$ cat src/include/tsd_consts.svh
/*
 * constants of the divider chain: register byte offsets, field positions,
 * reset values and fixed counts.
 * assumes inclusion by bare name from the design files.
 */
// Operation
// - crystal reference divided by programmable ratio feeds both post-scale selectors
// - main post-scaler divides by 1, 2 or 4; code 01 is 4, 00 is 1
// - auxiliary post-scaler passes reference output undivided on code 00
// - auxiliary ratio reaches 3600 at least; 7200 is out of range
// - total main division equals (down load + up limit) times low ratio plus up limit
// - up-count limit of zero counts 256
// - prescaler low ratio by default, high ratio for up-limit cycles
// - fraction modulus select 1 works in eighths
// - 12-bit main counter, down load 3 to 4095, 8-bit up limit
// - one counter: load, count down to zero, up to limit, reload; control high then low
// - accumulator overflow forces high ratio on last down count
// - zero numerator forces accumulator to zero
`ifndef TSD_CONSTS_SVH
`define TSD_CONSTS_SVH

// register byte offsets
`define TSD_OFS_REF_CTRL    5'h00
`define TSD_OFS_AUX_RATIO   5'h04
`define TSD_OFS_MAIN_RATIO  5'h08
`define TSD_OFS_FRAC_CTRL   5'h0c
`define TSD_OFS_STATUS      5'h10

// field positions
`define TSD_POS_MAIN_PS     16
`define TSD_POS_AUX_PS      20
`define TSD_POS_UP_LIMIT    16
`define TSD_POS_FRAC_MODSEL 4
`define TSD_POS_FRAC_EN     8
`define TSD_POS_ST_PHASE    12
`define TSD_POS_ST_MOD      13
`define TSD_POS_ST_ACC      16

// reset values
`define TSD_RST_REF_RATIO   12'h129
`define TSD_RST_MAIN_PS     2'h1
`define TSD_RST_AUX_PS      2'h0
`define TSD_RST_AUX_RATIO   12'h708
`define TSD_RST_DOWN_LOAD   12'h4c8
`define TSD_RST_UP_LIMIT    8'h01

// counts
`define TSD_DOWN_MIN        12'h003
`define TSD_UP_ZERO_COUNT   9'h100
`define TSD_FRAC_MOD_EIGHTHS 4'h8
`define TSD_FRAC_MOD_FIFTHS 4'h5

`endif

$ cat src/include/tsd_pkg.sv
/*
 * types of the divider chain: counter phase and the state records.
 * assumes tsd_consts.svh supplies all numbers.
 */
package tsd_pkg;

	typedef enum logic {
		TSD_PH_DOWN,
		TSD_PH_UP
	} tsd_phase_t;

	typedef struct packed {
		logic [11:0] cnt;
		logic        pulse;
	} tsd_div_state_t;

	typedef struct packed {
		logic        fim_sync1;
		logic        fim_sync2;
		logic        fim_prev;
		logic        aux_sync1;
		logic        aux_sync2;
		logic        aux_prev;
		tsd_phase_t  phase;
		logic [11:0] cnt;
		logic [11:0] n1_act;
		logic [8:0]  n2_act;
		logic [2:0]  acc;
		logic [2:0]  num_act;
		logic        mod8_act;
		logic        frac_on;
		logic        ovf_pend;
		logic        mod_out;
		logic        main_pulse;
		logic [11:0] ref_ratio;
		logic [1:0]  main_ps;
		logic [1:0]  aux_ps;
		logic [11:0] aux_ratio;
		logic [11:0] down_load;
		logic [7:0]  up_limit;
		logic [2:0]  frac_num;
		logic        frac_modsel;
		logic        frac_en;
		logic        ack;
		logic [31:0] rdata;
	} tsd_main_state_t;

endpackage

$ cat src/hdl/tsd_pulse_div.sv
/*
 * generic 12-bit pulse divider: one output pulse per ratio input ticks.
 * assumes tick_in is a one-cycle pulse on sys_clk.
 */
`timescale 1ns/1ps
`default_nettype none

module tsd_pulse_div (
	input  wire logic        sys_clk,
	input  wire logic        rst_b,
	input  wire logic        tick_in,
	input  wire logic [11:0] ratio,
	output logic             pulse_out
);

	tsd_pkg::tsd_div_state_t s_reg;
	tsd_pkg::tsd_div_state_t s_next;

	// count ticks down, reload the ratio only at the end of a period
	always_comb begin
		s_next = s_reg;
		s_next.pulse = 1'b0;
		if (tick_in) begin
			if (s_reg.cnt <= 12'h001) begin
				s_next.pulse = 1'b1;
				s_next.cnt = ratio;
			end else begin
				s_next.cnt = s_reg.cnt - 12'h001;
			end
		end
	end

	// state register
	always_ff @(posedge sys_clk) begin
		if (!rst_b) begin
			s_reg <= '0;
		end else begin
			s_reg <= s_next;
		end
	end

	assign pulse_out = s_reg.pulse;

endmodule // tsd_pulse_div

`default_nettype wire

$ cat src/hdl/tsd_divider_chain.sv
/*
 * divider chain of a twin synthesiser: reference divider with two
 * post-scalers, auxiliary feedback divider, main up/down divider with
 * modulus control and fractional accumulator, Avalon-MM register slave.
 * assumes sys_clk is the crystal reference and both prescaler outputs are
 * asynchronous pins slower than a quarter of sys_clk.
 */
`timescale 1ns/1ps
`default_nettype none
`include "tsd_consts.svh"

module tsd_divider_chain (
	input  wire logic        sys_clk,
	input  wire logic        rst_b,
	input  wire logic [4:0]  avs_address,
	input  wire logic        avs_read,
	input  wire logic        avs_write,
	input  wire logic [31:0] avs_writedata,
	input  wire logic [3:0]  avs_byteenable,
	output logic [31:0]      avs_readdata,
	output logic             avs_waitrequest,
	input  wire logic        main_prescale_in,
	input  wire logic        aux_vco_in,
	output logic             modulus_control_pos,
	output logic             modulus_control_neg,
	output logic             main_cmp_pulse,
	output logic             aux_cmp_pulse,
	output logic             main_div_pulse,
	output logic             aux_div_pulse
);

	tsd_pkg::tsd_main_state_t s_reg;
	tsd_pkg::tsd_main_state_t s_next;
	logic                     ref_pulse;
	logic                     fim_tick;
	logic                     aux_tick;

	// byte-enable merge of a register write
	function automatic logic [31:0] wmerge(input logic [31:0] old, input logic [31:0] wd, input logic [3:0] be);
		logic [31:0] r;
		r = old;
		for (int i = 0; i < 4; i++) begin
			if (be[i]) begin
				r[i*8 +: 8] = wd[i*8 +: 8];
			end
		end
		return r;
	endfunction

	// post-scale selector code to divide ratio
	function automatic logic [11:0] post_ratio(input logic [1:0] code);
		logic [11:0] r;
		r = 12'h001;
		if (code == 2'h1) begin
			r = 12'h004;
		end else if (code == 2'h2) begin
			r = 12'h002;
		end
		return r;
	endfunction

	// reference divider and its two post-scalers
	tsd_pulse_div u_ref_div (
		.sys_clk   (sys_clk),
		.rst_b     (rst_b),
		.tick_in   (1'b1),
		.ratio     (s_reg.ref_ratio),
		.pulse_out (ref_pulse)
	);

	tsd_pulse_div u_main_post (
		.sys_clk   (sys_clk),
		.rst_b     (rst_b),
		.tick_in   (ref_pulse),
		.ratio     (post_ratio(s_reg.main_ps)),
		.pulse_out (main_cmp_pulse)
	);

	tsd_pulse_div u_aux_post (
		.sys_clk   (sys_clk),
		.rst_b     (rst_b),
		.tick_in   (ref_pulse),
		.ratio     (post_ratio(s_reg.aux_ps)),
		.pulse_out (aux_cmp_pulse)
	);

	// auxiliary feedback divider, 12-bit ratio up to 4095
	tsd_pulse_div u_aux_fb (
		.sys_clk   (sys_clk),
		.rst_b     (rst_b),
		.tick_in   (aux_tick),
		.ratio     (s_reg.aux_ratio),
		.pulse_out (aux_div_pulse)
	);

	// rising edges of the synchronised prescaler pins
	assign fim_tick = s_reg.fim_sync2 & ~s_reg.fim_prev;
	assign aux_tick = s_reg.aux_sync2 & ~s_reg.aux_prev;

	// next state: synchronisers, bus slave, main counter, accumulator
	always_comb begin
		logic [3:0]  sum;
		logic [3:0]  modv;
		logic [31:0] w;
		sum = 4'h0;
		modv = 4'h0;
		w = 32'h0;
		s_next = s_reg;
		s_next.main_pulse = 1'b0;
		s_next.fim_sync1 = main_prescale_in;
		s_next.fim_sync2 = s_reg.fim_sync1;
		s_next.fim_prev = s_reg.fim_sync2;
		s_next.aux_sync1 = aux_vco_in;
		s_next.aux_sync2 = s_reg.aux_sync1;
		s_next.aux_prev = s_reg.aux_sync2;

		// one wait cycle, then the access completes
		s_next.ack = (avs_read | avs_write) & ~s_reg.ack;
		if (avs_read && !s_reg.ack) begin
			if (avs_address == `TSD_OFS_REF_CTRL) begin
				s_next.rdata = {10'h0, s_reg.aux_ps, 2'h0, s_reg.main_ps, 4'h0, s_reg.ref_ratio};
			end else if (avs_address == `TSD_OFS_AUX_RATIO) begin
				s_next.rdata = {20'h0, s_reg.aux_ratio};
			end else if (avs_address == `TSD_OFS_MAIN_RATIO) begin
				s_next.rdata = {8'h0, s_reg.up_limit, 4'h0, s_reg.down_load};
			end else if (avs_address == `TSD_OFS_FRAC_CTRL) begin
				s_next.rdata = {23'h0, s_reg.frac_en, 3'h0, s_reg.frac_modsel, 1'b0, s_reg.frac_num};
			end else if (avs_address == `TSD_OFS_STATUS) begin
				s_next.rdata = {13'h0, s_reg.acc, 2'h0, s_reg.mod_out, s_reg.phase == tsd_pkg::TSD_PH_UP, s_reg.cnt};
			end else begin
				s_next.rdata = 32'h0; // unmapped reads zero
			end
		end
		if (avs_write && s_reg.ack) begin
			if (avs_address == `TSD_OFS_REF_CTRL) begin
				w = wmerge({10'h0, s_reg.aux_ps, 2'h0, s_reg.main_ps, 4'h0, s_reg.ref_ratio}, avs_writedata, avs_byteenable);
				s_next.ref_ratio = w[11:0];
				s_next.main_ps = w[`TSD_POS_MAIN_PS +: 2];
				s_next.aux_ps = w[`TSD_POS_AUX_PS +: 2];
			end else if (avs_address == `TSD_OFS_AUX_RATIO) begin
				w = wmerge({20'h0, s_reg.aux_ratio}, avs_writedata, avs_byteenable);
				s_next.aux_ratio = w[11:0];
			end else if (avs_address == `TSD_OFS_MAIN_RATIO) begin
				w = wmerge({8'h0, s_reg.up_limit, 4'h0, s_reg.down_load}, avs_writedata, avs_byteenable);
				s_next.down_load = w[11:0];
				s_next.up_limit = w[`TSD_POS_UP_LIMIT +: 8];
			end else if (avs_address == `TSD_OFS_FRAC_CTRL) begin
				w = wmerge({23'h0, s_reg.frac_en, 3'h0, s_reg.frac_modsel, 1'b0, s_reg.frac_num}, avs_writedata, avs_byteenable);
				s_next.frac_num = w[2:0];
				s_next.frac_modsel = w[`TSD_POS_FRAC_MODSEL];
				s_next.frac_en = w[`TSD_POS_FRAC_EN];
			end
		end

		// main counter: N1 cycles at low ratio, then N2 cycles at high ratio
		if (fim_tick) begin
			if (s_reg.phase == tsd_pkg::TSD_PH_DOWN) begin
				if (s_reg.cnt <= 12'h001) begin
					s_next.phase = tsd_pkg::TSD_PH_UP;
					s_next.cnt = 12'h000;
				end else begin
					s_next.cnt = s_reg.cnt - 12'h001;
				end
			end else if (12'(s_reg.cnt + 12'h001) >= {3'h0, s_reg.n2_act}) begin
				// period done, total (N1+N2)*low + N2 prescaler input cycles
				s_next.phase = tsd_pkg::TSD_PH_DOWN;
				s_next.main_pulse = 1'b1;
				// latch new settings only here, so no partial period
				s_next.n1_act = (s_reg.down_load < `TSD_DOWN_MIN) ? `TSD_DOWN_MIN : s_reg.down_load;
				s_next.n2_act = (s_reg.up_limit == 8'h00) ? `TSD_UP_ZERO_COUNT : {1'b0, s_reg.up_limit};
				s_next.cnt = s_next.n1_act;
				s_next.num_act = s_reg.frac_num;
				s_next.mod8_act = s_reg.frac_modsel;
				s_next.frac_on = s_reg.frac_en;
				// fraction accumulator, one step per comparison period
				modv = s_reg.frac_modsel ? `TSD_FRAC_MOD_EIGHTHS : `TSD_FRAC_MOD_FIFTHS;
				sum = {1'b0, s_reg.acc} + {1'b0, s_reg.frac_num};
				s_next.ovf_pend = 1'b0;
				if (!s_reg.frac_en || s_reg.frac_num == 3'h0) begin
					s_next.acc = 3'h0;
				end else if (sum >= modv) begin
					s_next.acc = 3'(sum - modv);
					s_next.ovf_pend = 1'b1;
				end else begin
					s_next.acc = sum[2:0];
				end
			end else begin
				s_next.cnt = s_reg.cnt + 12'h001;
			end
		end

		// high during down count, low during up count and on an overflow's last down count
		s_next.mod_out = (s_next.phase == tsd_pkg::TSD_PH_DOWN) && !(s_next.ovf_pend && s_next.cnt == 12'h001);
	end

	// state register with reset values
	always_ff @(posedge sys_clk) begin
		if (!rst_b) begin
			s_reg <= '0;
			s_reg.ref_ratio <= `TSD_RST_REF_RATIO;
			s_reg.main_ps <= `TSD_RST_MAIN_PS;
			s_reg.aux_ps <= `TSD_RST_AUX_PS;
			s_reg.aux_ratio <= `TSD_RST_AUX_RATIO;
			s_reg.down_load <= `TSD_RST_DOWN_LOAD;
			s_reg.up_limit <= `TSD_RST_UP_LIMIT;
			s_reg.n1_act <= `TSD_DOWN_MIN;
			s_reg.n2_act <= {1'b0, `TSD_RST_UP_LIMIT};
			s_reg.cnt <= `TSD_DOWN_MIN;
			s_reg.mod_out <= 1'b1;
		end else begin
			s_reg <= s_next;
		end
	end

	// outputs
	assign avs_waitrequest = (avs_read | avs_write) & ~s_reg.ack;
	assign avs_readdata = s_reg.rdata;
	assign modulus_control_pos = s_reg.mod_out;
	assign modulus_control_neg = ~s_reg.mod_out;
	assign main_div_pulse = s_reg.main_pulse;
endmodule // tsd_divider_chain

`default_nettype wire

$ cat config.mk
export PLATFORM = sky130hd
export DESIGN_NAME = tsd_divider_chain
export DESIGN_NICKNAME = d
export VERILOG_FILES = /design/src/include/tsd_pkg.sv /design/src/hdl/tsd_pulse_div.sv /design/src/hdl/tsd_divider_chain.sv
export VERILOG_INCLUDE_DIRS = /design/src /design/src/include
export SDC_FILE = /design/constraint.sdc
export NUM_CORES = 1
export LEC_CHECK = 0
export BUFFER_PORTS_ARGS = -buffer_cell sky130_fd_sc_hd__buf_2
export CAP_MARGIN = 20
export CORE_MARGIN = 1.5
export CORE_UTILIZATION = 30
export CTS_CLUSTER_SIZE = 20
export DETAILED_ROUTE_END_ITERATION = 8
export PLACE_DENSITY = 0.55
export SKIP_CTS_REPAIR_TIMING = 1
export SYNTH_ARGS = -nofsm -noshare
export SYNTH_HDL_FRONTEND = slang
export SYNTH_HIERARCHICAL = 1
export SYNTH_SLANG_ARGS = --single-unit
$ cat constraint.sdc
create_clock -name sys_clk -period 3.7 [get_ports sys_clk]
set_input_delay 0.37 -clock sys_clk [delete_from_list [all_inputs] [get_ports sys_clk]]
set_output_delay 0.37 -clock sys_clk [all_outputs]
set_load 0.02 [all_outputs]
# --- Word level (Yosys, flattened, before mapping) ---
# Cells that the tools add are included.
# W data, S select, Z words.
word_totals:
  out_inout_bits: 39
  regBits: 189
  n_memories: 0
  latch_bits: 0
  in_bits: 47
  mem_bits_ro: 0
  elab_cells: 134
  mem_bits_rw: 0
op_classes:
  shift: 0
  n_bitwise: 12
  magnitude_cmp: 8
  n_reduce_logical: 25
  mul: 0
  eq_ne: 9
  n_mux: 33
  div: 0
  addsub: 8
ops:
  columns: ["op", "count"]
  rows:
  - ["$mux W12", 8]
  - ["$mux W24", 3]
  - ["$le A12 B1 Y1 const B", 5]
  - ["$mux W30", 2]
  - ["$sub A12 B1 Y12 const B", 5]
  - ["$mux W43", 1]
  - ["$mux W19", 2]
  - ["$reduce_and A3 Y1", 5]
  - ["$reduce_and A5 Y1", 3]
  - ["$mux W13", 1]
  - ["$add A12 B1 Y12 const B", 1]
  - ["$eq A12 B1 Y1 const B", 1]
  - ["$ge A12 B9 Y1", 1]
  - ["$lt A12 B2 Y1 const B", 1]
  - ["$reduce_and A6 Y1", 2]
  - ["$eq A5 B4 Y1 const B", 2]
  - ["$mux W1", 9]
  - ["$mux W3", 3]
  - ["$mux W9", 1]
  - ["$logic_not A8 Y1", 1]
  - ["$not A1 Y1", 8]
  - ["$reduce_and A4 Y1", 2]
  - ["$eq A5 B3 Y1 const B", 1]
  - ["$eq A5 B5 Y1 const B", 1]
  - ["other kinds (15)", 26]

# --- Depth between registers and ports, before layout ---
logic_depth:
  ltp_word: 11
  mapped_depth: 15
  ltp_nobuf: 14

# --- By module ---
# The synthesis kept the hierarchy.
modules_own_cells:
  columns: ["module", "area_each_um2", "n_inst", "cells_per_inst", "seq_area_each_um2"]
  rows:
  - ["tsd_divider_chain", 5793.1, 1, 688, 2202.1]
  - ["tsd_pulse_div (u_aux_post ...)", 850.8, 3, 100, 260.2]
  - ["tsd_pulse_div (u_aux_fb)", 835.8, 1, 102, 260.2]

# --- Worst setup path before layout ---
# Ideal clock, no wire load.
synth_timing:
  path_kind: "flip-flop to flip-flop"
  start: "register s_reg[118] (netlist bit)"
  end: "register s_reg (netlist bit modulus_control_pos)"
  stages_incl_launch_ff: 16
  setup_ps: 124
  path_slack_ps: 269
  synth_period_minus_slack_ps: 3431
  arrival_time_ps: 3307
  required_time_ps: 3576
  n_path_buf: 1
  cell_sequence: "dfxtp_1 ha_1 and4_4 nand2_1 xnor2_1 ha_1 and3_1 a221oi_1 nor2b_1 a2111oi_4 buf_6 mux2i_1 nor2_1 a211oi_1 and3_4 a31oi_1"
synth_via:
  elab_chain_cells: 9
  elab_cells_between_ends: 17
  classes_between: "add/sub (2); order compare (2); eq/ne (1); mux (8); bitwise (1); reduce/logical (3)"
synth_lines:
  columns: ["element", "line_no", "text"]
  rows:
  - ["start: declaration", "tsd_divider_chain.sv:32", "tsd_pkg::tsd_main_state_t s_reg;"]
  - ["start signal: assignment", "tsd_divider_chain.sv:211", "s_reg <= s_next;"]
  - ["$add A12 B1 Y12", "tsd_divider_chain.sv:164, tsd_divider_chain.sv:188", null]
  - ["$ge A12 B9 Y1", "tsd_divider_chain.sv:164", "end else if (12'(s_reg.cnt + 12'h001) >= {3'h0, s_reg.n2_act}) begin"]
  - ["$mux W12", "tsd_divider_chain.sv:164", null]
  - ["$mux W13", "tsd_divider_chain.sv:157", "if (s_reg.phase == tsd_pkg::TSD_PH_DOWN) begin"]
  - ["$mux W43 (*)", "tsd_divider_chain.sv:156", "if (fim_tick) begin"]
  - ["$eq A12 B1 Y1", "tsd_divider_chain.sv:193", "s_next.mod_out = (s_next.phase == tsd_pkg::TSD_PH_DOWN) && !(s_next.ovf_pend && s_next.cnt == 12'h001);"]
  - ["$logic_and A1 B1 Y1", "tsd_divider_chain.sv:193", null]
  - ["$logic_not A1 Y1", "tsd_divider_chain.sv:193", null]
  - ["$logic_and A1 B1 Y1 (*)", "tsd_divider_chain.sv:193", null]
# Mark *: on every way between the ends. The rest lies on a longest branch, timed or not.
# A chain may end at the register's enable or synchronous reset.

# --- Final worst setup path ---
# Ends and elaborated chain as after synthesis.

==> implementation parameters <==
Parameter                              Value

GRT
  Vias in the first global route ... 7483
  Maximum number of pins on one net before global-route repair ... 57
  First-pass GRT wire length ... 41000 um
  Antenna violations before repair ... 0
  GRT Overall Usage ... 16.5%
  Sum of overflow across all layers after global routing ... 0

Timing
  Total Neg Setup Slack ... 0 ps
  Clock period minus worst slack ... 3460 ps
  Highest achievable clock rate ... 289 MHz
  Final Cycle Share ... 93.4%
  Worst max-slew margin expressed relative to the limit ... 33.1%
  Number of failing hold endpoints at the final stage ... 0
  Clock Skews ... 13.4 ps
  Hold WS ... 131 ps
  Max-slew violations ... 0
  # setup viols final ... 0
  Worst-Margin Slew ... 1000 ps
  Unrepaired setup endpoints after global routing ... false

Layout
  Final layout net count ... 1209
  Fraction of layout instances using a drive strength above 1 ... 15.0%
  Commonest non-fill, non-tap cell in the layout ... sky130_fd_sc_hd__dfxtp_1
  Ant. Diodes ... 0
  Area growth from synthesis to final layout ... 12.7%
  Final standard cell utilization of the core ... 34.6%
  Post-route cell area ... 0.0103 sq mm
  Fillers ... 3107
  Commonest cells after routing, fill and taps aside ... sky130_fd_sc_hd__dfxtp_1, sky130_fd_sc_hd__nand2_1, sky130_fd_sc_hd__nor2_1
  Number of flip-flops under the largest register name ... 82

Drt
  Detail-routed net length per standard cell ... 16.8 um
  Vias per inst ... 5.22
  Detailed-routing iteration count for the pre-antenna-repair pass ... 6
  Final ANT Viol Nets ... 0
  Vias after detailed routing ... 8009
  Wire length reported by the detailed router ... 25700 um
  Initial DRC count ... 654
  Residual DRC count ... 0

Synth
  Flop and latch count out of synthesis ... 162
  Count of synthesis-stage warnings from yosys ... 6
  Post-synthesis instance total ... 1090
  Portion of the post-synthesis area used by sequential elements ... 35.3%
  Count of flip-flops with a built-in enable after synthesis ... 0
  Post-synthesis area per instance ... 8.42 sq um
  Netlist Area Pre-Place ... 0.00918 sq mm
  Netlist cell types ... 74
  Asr flop ratio synth ... 0%
  Primary flip-flop cell chosen by synthesis mapping ... sky130_fd_sc_hd__dfxtp_1

Clock tree
  Clock transition at the register clock pins on the worst setup and hold paths after CTS ... 70 ps
  Inserted Clock Buffers ... 17
  Number of clock sinks ... 162
  Source-to-sink clock delay at the later pin of the worst-skew pair ... 440 ps
  Clk Tree Root Cell ... sky130_fd_sc_hd__clkbuf_16
  Longest Clk Path Bufs ... 2
  CTS H-Tree Depth ... 4
  Clock tree from TritonCTS ... built

Power
  Worst supply voltage drop on vdd ... 0.000383 V
  Post-layout total power ... 6.38 mW
  Total power per unit cell area ... 617 mW/mm^2
  Leakage power summed over all cells ... 4.03 nW

Floorplanning
  Number of ports placed on the die boundary ... 86
  Die Outline Area ... 0.0317 sq mm
  X dimension of the die ... 178 um
  Num rows ... 63
  Initial Utilization ... 30.7%
  Core Box Area ... 0.0299 sq mm
  Die Y ... 178 um

Setup path
  CP arrival ... 3770 ps
  Category of the most critical setup path ... reg -> reg
  Worst Setup Start Kind ... flop
  Data required time at the worst endpoint ... 4010 ps
  Peak fanout along the critical path ... 8
  Category of the worst setup path capture point ... flop

Run
  # Max-Cap Violations ... 0

Min path
  Tightest Hold Check Type ... in -> reg

Placement
  Placement-stage cell area ... 0.00970 sq mm
  Placer Congestion ... 0.879
  Number of port buffers ... 62
  Half-perimeter wire length after placement ... 18700 um

Run status
  Result of the run ... completed
==> synth_stat cells, types with 9 or more instances <==
cell type | instances | area, sq um
sky130_fd_sc_hd__dfxtp_1 | 162 | 3240
sky130_fd_sc_hd__nand2_1 | 106 | 398
sky130_fd_sc_hd__nor2_1 | 98 | 368
sky130_fd_sc_hd__o21ai_0 | 62 | 310
sky130_fd_sc_hd__a21oi_1 | 60 | 300
sky130_fd_sc_hd__mux2i_1 | 59 | 591
sky130_fd_sc_hd__inv_1 | 46 | 173
sky130_fd_sc_hd__nand3_1 | 42 | 210
sky130_fd_sc_hd__buf_4 | 38 | 285
sky130_fd_sc_hd__clkbuf_1 | 38 | 143
sky130_fd_sc_hd__ha_1 | 31 | 388
sky130_fd_sc_hd__nor3_1 | 22 | 110
sky130_fd_sc_hd__nor4_1 | 19 | 119
sky130_fd_sc_hd__or3_1 | 19 | 119
sky130_fd_sc_hd__nand2b_1 | 17 | 106
sky130_fd_sc_hd__and2_1 | 14 | 87.6
sky130_fd_sc_hd__and3_1 | 14 | 87.6
sky130_fd_sc_hd__a31oi_1 | 13 | 81.3
sky130_fd_sc_hd__mux2_2 | 12 | 135
sky130_fd_sc_hd__o21ai_1 | 12 | 60.1
sky130_fd_sc_hd__or4_1 | 12 | 90.1
sky130_fd_sc_hd__a222oi_1 | 9 | 90.1
sky130_fd_sc_hd__buf_2 | 9 | 45.0
sky130_fd_sc_hd__nor4b_1 | 9 | 78.8
==> cell families (layout without fill, tap and decap cells) <==
group	after synthesis	count (layout)	synth area share, %
simple gates	429	429	26.0
compound gates	240	240	17.0
flops	162	162	35.3
buf+inv	143	166	8.18
mux	71	71	7.90
fa+ha+maj	32	32	4.44
xor+xnor	11	11	1.05
other cells	2	32	0.0818
==> final timing paths <==
path                     from                  end  slack, ps  cells after the start
hold reg to reg   s_next[132]          s_next[131]        440                      1
hold / removal     aux_vco_in          s_next[132]        130                      2
setup / recovery   s_reg[118]  modulus_control_pos        240                     15
setup reg to reg   s_reg[118]  modulus_control_pos        240                     15
==> layout make-up <==
| cell class | instances | area [sq um] | share of cell area [%] |
|---|---|---|---|
| clock inverter | 14 | 190 | 1.84 |
| timing repair buffer | 87 | 502 | 4.85 |
| multi-input combinational | 815 | 5320 | 51.4 |
| sequential | 162 | 3250 | 31.4 |
| inverter | 47 | 176 | 1.70 |
| clock buffer | 18 | 429 | 4.15 |
| tap | 390 | 488 | 4.72 |
==> stage by stage <==
stage          setup slack, ps  instances
2_1_floorplan              269       1120
3_3_place_gp               101       1499
3_5_place_dp              35.0       1499
4_1_cts                   3.90       1531
5_1_grt                   18.3       1533
6_report                   243       1533
==> critical path, stage by stage (launching register included) <==
cell,delay (ps)
sky130_fd_sc_hd__dfxtp_2,370
sky130_fd_sc_hd__ha_1,170
sky130_fd_sc_hd__and4_4,260
sky130_fd_sc_hd__nand2_1,90
sky130_fd_sc_hd__xnor2_2,170
sky130_fd_sc_hd__ha_1,310
sky130_fd_sc_hd__and3_1,210
sky130_fd_sc_hd__o2111ai_1,120
sky130_fd_sc_hd__o21bai_1,250
sky130_fd_sc_hd__a2111oi_4,100
sky130_fd_sc_hd__buf_6,150
sky130_fd_sc_hd__buf_4,150
sky130_fd_sc_hd__or2_2,360
sky130_fd_sc_hd__o21ai_0,250
sky130_fd_sc_hd__and4b_1,270
sky130_fd_sc_hd__a31oi_1,100
==> where the power goes <==
| part | internal [mW] | leakage, nW | switching (mW) |
|---|---|---|---|
| Clock | 1.09 | 0.306 | 0.817 |
| Sequential | 1.91 | 1.31 | 0.243 |
| Combinational | 1.02 | 2.41 | 1.31 |
| Total | 4.02 | 4.03 | 2.37 |
==> per-layer routing <==
layer / share of wire [%] / up-vias / GRT usage, %
li1: - / 3981 / -
met1: 49 / 3814 / 23.0
met2: 45 / 190 / 25.9
met3: 4.0 / 24 / 3.02
met5: 0 / - / 0
met4: 1.4 / 0 / 4.76
No activity file was read; power rests on OpenSTA's default activity.
